`src/rtl/tpf_map.vh`:
```
/*
 tpf_map.vh: constants for the transaction-aware event filter.
 assumes plain verilog-2005 includers; definitions only.
*/
`ifndef TPF_MAP_VH
`define TPF_MAP_VH
`define TPF_ADDR_W 4
`define TPF_A_SEL0 4'h0
`define TPF_A_SEL1 4'h1
`define TPF_A_SEL2 4'h2
`define TPF_A_SEL3 4'h3
`define TPF_A_CNT0 4'h4
`define TPF_A_CNT1 4'h5
`define TPF_A_CNT2 4'h6
`define TPF_A_CNT3 4'h7
`define TPF_A_ABT_LO 4'h8
`define TPF_A_ABT_HI 4'h9
`define TPF_A_EIP_LO 4'ha
`define TPF_A_EIP_HI 4'hb
`define TPF_A_RIP_LO 4'hc
`define TPF_A_RIP_HI 4'hd
`define TPF_A_CAP 4'he
`define TPF_A_REC 4'hf
`define TPF_SEL_EVT_LO 0
`define TPF_SEL_EVT_HI 7
`define TPF_SEL_UM_LO 8
`define TPF_SEL_UM_HI 15
`define TPF_SEL_SAMPLED_RECORD_FACILITY 16
`define TPF_SEL_EN 22
`define TPF_SEL_IN_TX 32
`define TPF_SEL_TXCP 33
`define TPF_SEL_RST 34'h000000000
`define TPF_CKPT_CTR 2
`define TPF_NCTR 4
`define TPF_EVT_ELISION_ABT 8'hc8
`define TPF_EVT_RESTR_ABT 8'hc9
`define TPF_UM_ABT 8'h04
`define TPF_CAP_LEAF 32'h00000007
`define TPF_CAP_HLE_BIT 4
`define TPF_CAP_RTM_BIT 11
`define TPF_REC_EIP_OFS 8'hb0
`define TPF_REC_ABT_OFS 8'hb8
`define TPF_REC_RIP_OFS 8'h08
`define TPF_ABT_HLE 32
`define TPF_ABT_RTM 33
`define TPF_ABT_INSN 34
`define TPF_ABT_NINSN 35
`define TPF_ABT_RETRY 36
`define TPF_ABT_CONFL 37
`define TPF_ABT_CAPW 38
`define TPF_ABT_CAPR 39
`define TPF_ABT_SUSP 40
`define TPF_CAUSE_W 7
`define TPF_MASK_NONE 8'h00
`define TPF_MASK_ABT 8'h03
`define TPF_MASK_ALL 8'hff
`define TPF_ZERO32 32'h00000000
`define TPF_ONE32 32'h00000001
`define TPF_ZERO64 64'h0000000000000000
`endif

```
`src/rtl/tpf_filter.v`:
```
/*
 tpf_filter.v: transaction-aware filter for four event counters, with
 checkpoint restore on counter two and abort-information record capture.
 assumes the pipeline reports region entry, commit and abort as one-cycle
 pulses in the core clock domain, and that software obeys the filter
 programming limits (checkpoint only on counter two, tx bits only when
 the capability flags are set).
*/
// Decided for this implementation: the placing of the registers and the plain strobed port.
// How it works
// - transaction-only bit 32 counts events inside regions only
// - checkpoint bit 33 removes events of regions that later abort
// - capability leaf 7 reports restricted flag bit 11, elision bit 4
// - both bits clear: count committed and aborted region events
// - on abort, checkpointed counter returns to its region entry value
// - transaction-only: outside-region conditions are discarded
// - sampled event inside a region aborts region first, then records
// - abort events c8h/c9h umask 04h may produce sampled records
// - abort-event sample is processed after abort completes
// - a sample pending inside a region forces region abort
// - pending-at-abort or abort overflow: only b0h and b8h valid
// - record ip at 08h: after elision prefix or fallback start
// - elision restarts at region start; restricted goes to fallback
// - abort info bits 31:0 hold last region cycle count
// - bit 32 elision abort, bit 33 restricted abort
// - bit 34 abort tied to eventing ip, bit 35 maybe unrelated
// - bit 36 retry may succeed, bit 37 data conflict
// - bit 38 write capacity, bit 39 read capacity
// - bit 40 suspend region abort; bits 63:41 reserved zero
`timescale 1ns/100ps
`include "tpf_map.vh"
module tpf_filter #(
  parameter HAS_ELISION = 1'b1,
  parameter HAS_RESTRICTED = 1'b1,
  parameter HAS_SUSPEND = 1'b0
) (
  input wire clk,
  input wire sys_rst,
  input wire [3:0] reg_addr,
  input wire [31:0] reg_wdata,
  input wire reg_wr,
  input wire reg_rd,
  output reg [31:0] reg_rdata,
  input wire [3:0] evt_pulse,
  input wire tx_begin,
  input wire tx_commit,
  input wire tx_abort,
  input wire tx_is_elision,
  input wire [`TPF_CAUSE_W-1:0] tx_abort_cause,
  input wire [63:0] tx_region_ip,
  input wire [63:0] tx_event_ip,
  output wire tx_abort_req,
  output reg [63:0] tx_resume_ip,
  output reg tx_resume_valid,
  output reg sample_valid,
  output reg [7:0] sample_valid_mask
);
  reg [33:0] sel_q [0:`TPF_NCTR-1];
  reg [31:0] cnt_q [0:`TPF_NCTR-1];
  reg [31:0] shadow_q;
  reg in_tx_q;
  reg elision_q;
  reg [31:0] tx_cyc_q;
  reg [63:0] abt_info_q;
  reg [63:0] eip_q;
  reg [63:0] rip_q;
  reg pend_q;
  reg post_abort_q;
  reg abt_ovf_q;
  reg [31:0] cap_leaf_q;
  integer i;

  // counts an event for counter k under the tx filters
  function ctr_qual;
    input [33:0] sel;
    input evt;
    input in_tx;
    begin
      ctr_qual = sel[`TPF_SEL_EN] & evt &
                 (~sel[`TPF_SEL_IN_TX] | in_tx);
    end
  endfunction

  function is_abort_evt;
    input [33:0] sel;
    begin
      is_abort_evt = (sel[`TPF_SEL_UM_HI:`TPF_SEL_UM_LO] == `TPF_UM_ABT) &&
        ((sel[`TPF_SEL_EVT_HI:`TPF_SEL_EVT_LO] == `TPF_EVT_ELISION_ABT) ||
         (sel[`TPF_SEL_EVT_HI:`TPF_SEL_EVT_LO] == `TPF_EVT_RESTR_ABT));
    end
  endfunction

  wire tx_ok = HAS_ELISION | HAS_RESTRICTED;
  wire [3:0] qual;
  wire [3:0] samp_req;
  wire [3:0] abt_samp;
  genvar g;
  generate
    for (g = 0; g < `TPF_NCTR; g = g + 1) begin : g_q
      assign qual[g] = ctr_qual(sel_q[g], evt_pulse[g], in_tx_q);
      assign samp_req[g] = qual[g] & sel_q[g][`TPF_SEL_SAMPLED_RECORD_FACILITY] &
                           ~is_abort_evt(sel_q[g]);
      assign abt_samp[g] = sel_q[g][`TPF_SEL_EN] &
                           sel_q[g][`TPF_SEL_SAMPLED_RECORD_FACILITY] & is_abort_evt(sel_q[g]);
    end
  endgenerate

  wire samp_in_tx = |samp_req & in_tx_q;
  assign tx_abort_req = samp_in_tx | (pend_q & in_tx_q);
  wire abort_now = in_tx_q & tx_abort;
  wire commit_now = in_tx_q & tx_commit;
  wire abt_evt_hit = abort_now & |abt_samp;

  always @(posedge clk) begin
    if (sys_rst) begin
      for (i = 0; i < `TPF_NCTR; i = i + 1) begin
        sel_q[i] <= `TPF_SEL_RST;
        cnt_q[i] <= `TPF_ZERO32;
      end
      shadow_q <= `TPF_ZERO32;
      in_tx_q <= 1'b0;
      elision_q <= 1'b0;
      tx_cyc_q <= `TPF_ZERO32;
      abt_info_q <= `TPF_ZERO64;
      eip_q <= `TPF_ZERO64;
      rip_q <= `TPF_ZERO64;
      pend_q <= 1'b0;
      post_abort_q <= 1'b0;
      abt_ovf_q <= 1'b0;
      cap_leaf_q <= `TPF_ZERO32;
      tx_resume_ip <= `TPF_ZERO64;
      tx_resume_valid <= 1'b0;
      sample_valid <= 1'b0;
      sample_valid_mask <= `TPF_MASK_NONE;
    end else begin
      tx_resume_valid <= 1'b0;
      sample_valid <= 1'b0;
      for (i = 0; i < `TPF_NCTR; i = i + 1) begin
        if (reg_wr && reg_addr == i[3:0])
          sel_q[i][31:0] <= reg_wdata;
        else if (reg_wr && reg_addr == `TPF_A_REC) begin
          // tx bits of select i live in bits 2i+1:2i; refused if no support
          sel_q[i][`TPF_SEL_IN_TX] <= tx_ok & reg_wdata[2*i];
          sel_q[i][`TPF_SEL_TXCP] <= tx_ok & reg_wdata[2*i+1] &
                                     (i == `TPF_CKPT_CTR);
        end
        if (reg_wr && reg_addr == (`TPF_A_CNT0 + i[3:0]))
          cnt_q[i] <= reg_wdata;
        else if (qual[i])
          cnt_q[i] <= cnt_q[i] + `TPF_ONE32;
      end
      if (abort_now && sel_q[`TPF_CKPT_CTR][`TPF_SEL_TXCP])
        cnt_q[`TPF_CKPT_CTR] <= shadow_q;
      if (tx_begin && !in_tx_q) begin
        shadow_q <= cnt_q[`TPF_CKPT_CTR];
        in_tx_q <= 1'b1;
        elision_q <= tx_is_elision;
        rip_q <= tx_region_ip;
        tx_cyc_q <= `TPF_ONE32;
      end else if (in_tx_q) begin
        tx_cyc_q <= tx_cyc_q + `TPF_ONE32;
      end
      if (commit_now || abort_now) begin
        in_tx_q <= 1'b0;
        // last region cycles
        // committed regions update the cycle count as well
        abt_info_q[31:0] <= tx_cyc_q;
      end
      // sample outside a region is recorded directly
      if (|samp_req && !in_tx_q) begin
        sample_valid <= 1'b1;
        sample_valid_mask <= `TPF_MASK_ALL;
        eip_q <= tx_event_ip;
      end else if (samp_in_tx) begin
        pend_q <= 1'b1;
        eip_q <= tx_event_ip;
      end
      if (abort_now) begin
        abt_info_q <= {23'h000000, HAS_SUSPEND & tx_abort_cause[6],
                       tx_abort_cause[5:0], ~elision_q, elision_q,
                       tx_cyc_q};
        tx_resume_ip <= rip_q;
        tx_resume_valid <= 1'b1;
        // a sample raised in the abort cycle itself must not be lost
        post_abort_q <= pend_q | samp_in_tx | abt_evt_hit;
        abt_ovf_q <= abt_evt_hit;
        pend_q <= 1'b0;
      end
      if (post_abort_q) begin
        post_abort_q <= 1'b0;
        sample_valid <= 1'b1;
        sample_valid_mask <= `TPF_MASK_ABT;
      end
      if (reg_wr && reg_addr == `TPF_A_CAP)
        cap_leaf_q <= reg_wdata;
    end
  end

  wire [31:0] cap_word = (cap_leaf_q == `TPF_CAP_LEAF) ?
    ({20'h00000, HAS_RESTRICTED[0], 6'h00, HAS_ELISION[0], 4'h0}) :
    `TPF_ZERO32;

  always @(posedge clk) begin
    if (sys_rst) begin
      reg_rdata <= `TPF_ZERO32;
    end else if (reg_rd) begin
      case (reg_addr)
        `TPF_A_SEL0, `TPF_A_SEL1, `TPF_A_SEL2, `TPF_A_SEL3:
          reg_rdata <= sel_q[reg_addr[1:0]][31:0];
        `TPF_A_CNT0, `TPF_A_CNT1, `TPF_A_CNT2, `TPF_A_CNT3:
          reg_rdata <= cnt_q[reg_addr[1:0]];
        `TPF_A_ABT_LO: reg_rdata <= abt_info_q[31:0];
        `TPF_A_ABT_HI: reg_rdata <= abt_info_q[63:32];
        `TPF_A_EIP_LO: reg_rdata <= eip_q[31:0];
        `TPF_A_EIP_HI: reg_rdata <= eip_q[63:32];
        `TPF_A_RIP_LO: reg_rdata <= rip_q[31:0];
        `TPF_A_RIP_HI: reg_rdata <= rip_q[63:32];
        `TPF_A_CAP: reg_rdata <= cap_word;
        `TPF_A_REC: reg_rdata <= {24'h000000,
          sel_q[3][33], sel_q[3][32], sel_q[2][33], sel_q[2][32],
          sel_q[1][33], sel_q[1][32], sel_q[0][33], sel_q[0][32]};
        default: reg_rdata <= `TPF_ZERO32;
      endcase
    end else begin
      reg_rdata <= `TPF_ZERO32;
    end
  end
endmodule // tpf_filter

```
`config.mk`:
```
export PLATFORM = sky130hd
export DESIGN_NAME = tpf_filter
export DESIGN_NICKNAME = d
export VERILOG_FILES = /design/src/rtl/tpf_filter.v
export VERILOG_INCLUDE_DIRS = /design/src /design/src/rtl
export SDC_FILE = /design/constraint.sdc
export NUM_CORES = 1
export LEC_CHECK = 0
export BUFFER_PORTS_ARGS = -buffer_cell sky130_fd_sc_hd__buf_4
export CAP_MARGIN = 10
export CORE_UTILIZATION = 35
export DETAILED_ROUTE_END_ITERATION = 16
export PLACE_DENSITY = 0.58
export SYNTH_ARGS = -nofsm -noshare
export SYNTH_HDL_FRONTEND = slang
export SYNTH_SLANG_ARGS = --single-unit
```
`constraint.sdc`:
```
create_clock -name clk -period 4.2 [get_ports clk]
set_input_delay 0.21 -clock clk [delete_from_list [all_inputs] [get_ports clk]]
set_output_delay 0.21 -clock clk [all_outputs]
set_load 0.005 [all_outputs]
```
==> impl_metrics.json <==
{
  "status": "finished clean",
  "die_area_sq_mm": 0.0861,
  "worst_ep_arrival_time_ns": 3.14,
  "synth_edf_count": 261,
  "yosysWarnings": 0,
  "fmaxAchievable_ghz": 0.299,
  "ys_ff_latch": 629,
  "p_per_area_mw_per_mm2": 401,
  "grt-ovfl-total": 0,
  "post-synth-top-count-cell": "nand2_1",
  "path_cells": "a21oi_1 -> a32o_2 -> nor3_1 -> nor2_1 -> buf_4",
  "gp_congestion": 0.906,
  "rows": 106,
  "ys_seq_area_share_pct": 51.1,
  "path_max_fanout": 29,
  "antenna_left": 0,
  "yosys.area.top_type": "edfxtp_1",
  "synthCells": 3173,
  "grt_setup_unrepaired": "no",
  "start_util_pct": 35.5,
  "slew_headroom_pct": 18.0,
  "required_ns": 3.99,
  "post_cts_resized": 0,
  "drive_gt1_share_pct": 16.2,
  "route.detailed.wl_per_inst_microns": 22.9,
  "setup_tns_ns": 0,
  "grt_max_degree": 183,
  "worst_setup_path_start_kind": "register",
  "core_sq_mm": 0.0838,
  "htreeDepth": 3,
  "fin_crit_ns": 3.35,
  "numPortBuffers": 288,
  "dpl.hpwl_microns": 75100,
  "clock_latency_ns": 0.62,
  "cts_sinks": 629,
  "path_delay_family": "compound AO/OA/AOI/OAI gates",
  "syn_to_final_growth_pct": 24.3,
  "pwr-share-seq_pct": 46.9,
  "syn_area_sq_mm": 0.0297,
  "worst_setup_path_end_kind": "primary output",
  "synth_cell_types": 80,
  "peakVddDrop_v": 0.000325,
  "die_y_microns": 293,
  "power_switching_mw": 3.87,
  "track_usage_pct": 24.4,
  "power_frac_clock_pct": 42.5,
  "min_period_over_period_pct": 79.7,
  "worst_path_max_delay_cell": "a32o_2",
  "finalHoldViolCount": 0,
  "synth_area_leaders": "edfxtp_1 26%, dfxtp_1 25%, nand2_1 8.1%",
  "antenna_found_initial": 5,
  "drc_errors": 0,
  "worstMarginPinSlew_ns": 1.22,
  "die_x_microns": 293,
  "vias_per_cell": 5.46,
  "synth_common_cells": "641 x nand2_1, 368 x dfxtp_1, 367 x a21oi_1",
  "maxCapViolCount": 0,
  "p_sw_share_pct": 26.1,
  "cp_slowest_stage_delay_ns": 0.87,
  "drtIter0Drc": 2617,
  "comb_power_share_pct": 10.6,
  "ios": 290,
  "cts-root-buf": "clkbuf_16",
  "power_mw": 14.8,
  "crit_type": "reg2out",
  "cts_hold_buffers": 169,
  "path_clk_slew_ns": 0.06,
  "first_pass_iters": 5,
  "grt_pass1_vias": 24200,
  "setup_violations": 0,
  "skew_ns": 0.0265,
  "synth_top_area_share_pct": 26.4,
  "synth-main-ff-cell": "dfxtp_1",
  "slew_viol_final": 0,
  "postRouteWirelength_microns": 108000,
  "cts_tree": "yes",
  "critPathBufInv": 1,
  "via_count": 25700,
  "numCtsBuffers": 71,
  "min_path_type": "in2reg",
  "synth.net_count": 3361,
  "power.leakage_nw": 13.1,
  "grt_pass1_wl_microns": 158000,
  "cts_buffer_depth": 3,
  "syn_avg_cell_area_sq_um": 9.37,
  "num-nets-final": 3701,
  "internal-power_mw": 11.0,
  "post_cts_buffers": 0,
  "async_flop_share_pct": 0
}
[final cells by class]
class | instances | area [sq um]
repair buffers | 522 | 4400
flip-flops and latches | 629 | 15200
multi-input cells | 2253 | 13400
well taps | 1134 | 1420
clock buffers | 105 | 2120
diodes | 3 | 7.51
inverters | 36 | 135
fillers | 8143 | 46900
clock inverters | 23 | 221
[layout by cell type, fill, tap and decap left out, types with 63 or more instances in the layout]
| master | synthesis | final |
|---|---|---|
| mux4_2 | 63 | 63 |
| o21ai_0 | 188 | 184 |
| xnor2_1 | 90 | 90 |
| nand2_1 | 641 | 639 |
| a21oi_1 | 367 | 367 |
| and2_1 | 144 | 143 |
| edfxtp_1 | 261 | 261 |
| clkbuf_16 | 0 | 75 |
| buf_4 | 13 | 347 |
| dlygate4sd3_1 | 0 | 169 |
| nor2_1 | 132 | 131 |
| dfxtp_1 | 368 | 368 |
| nand3_1 | 126 | 126 |
[stage by stage]
step | area (sq um) | hold WS (ns) | worst slack, ns | util [%] | cells
2_1_floorplan | 29700 | 0.346 | 0.575 | - | 3173
3_3_place_gp | 32900 | 0.442 | 1.20 | 39.3 | 4405
5_1_grt | 37000 | 0.0638 | 0.743 | 44.1 | 4703
6_report | 37000 | 0.0548 | 0.851 | 44.1 | 4705
4_1_cts | 36900 | 0.0306 | 0.864 | 44.1 | 4702
3_5_place_dp | 32900 | 0.446 | 1.18 | 39.3 | 4405
[worst min-delay path, cell delays in order]
cell     delay [ns]
buf_4          0.13
o21ai_2        0.14
nand2_1        0.10
a21oi_1        0.05
[per-layer routing]
metal  track usage (%)  part of all wire, %  up-vias
met5                 0                0.012        -
met4              9.08                  3.6        2
met3              3.79                  8.0      154
met2              39.7                   47     1048
met1              32.5                   41    12500
li1                  -                    -    11900
[final timing paths]
path,startpoint,to,slack (ns),cells past startpoint
worst min register to register,tx_resume_ip[54]$_SDFFE_PP0P_,tx_resume_ip[54]$_SDFFE_PP0P_,0.45,2
worst max register to register,sel_q[1][22]$_SDFFCE_PN0P_,eip_q[53]$_SDFFE_PP0P_,1.34,6
worst max-delay path,sel_q[3][32]$_DFFE_PP_,tx_abort_req,0.85,5
worst min-delay path,tx_abort,abt_info_q[6]$_SDFFE_PP0P_,0.05,4
[flip-flops by register name, indices dropped and copies added (netlist names)]
signal and cells:
abt_info_q 40, pend_q 1, cnt_q 128, sel_q 133, sample_valid_mask 2, in_tx_q 1
rip_q 64, tx_cyc_q 32, elision_q 1, eip_q 64, post_abort_q 1, reg_rdata 32
tx_resume_valid 1, cap_leaf_q 32, sample_valid 1, tx_resume_ip 64, shadow_q 32
[power by group through the flow]
stage          registers [mW]  clock network, mW  logic (mW)
3_3_place_gp             7.08                  0        1.41
6_report                 6.96               6.30        1.57
3_5_place_dp             7.08                  0        1.42
4_1_cts                  6.95               6.38        1.56
5_1_grt                  6.99               6.65        1.67
2_1_floorplan            6.97                  0       0.819
[logic make-up after synthesis]
family                   Yosys count  synth area share [%]
AND/OR/NAND/NOR                 1282                  20.6
XOR/XNOR                         140                  4.12
multiplexers                      87                  5.65
AO/OA/AOI/OAI                    739                  14.1
buffers and inverters            291                  4.10
adder cells (fa/ha/maj)            5                 0.210
flip-flops                       629                  51.1
Note: power is estimated with default switching activity, not from simulation.
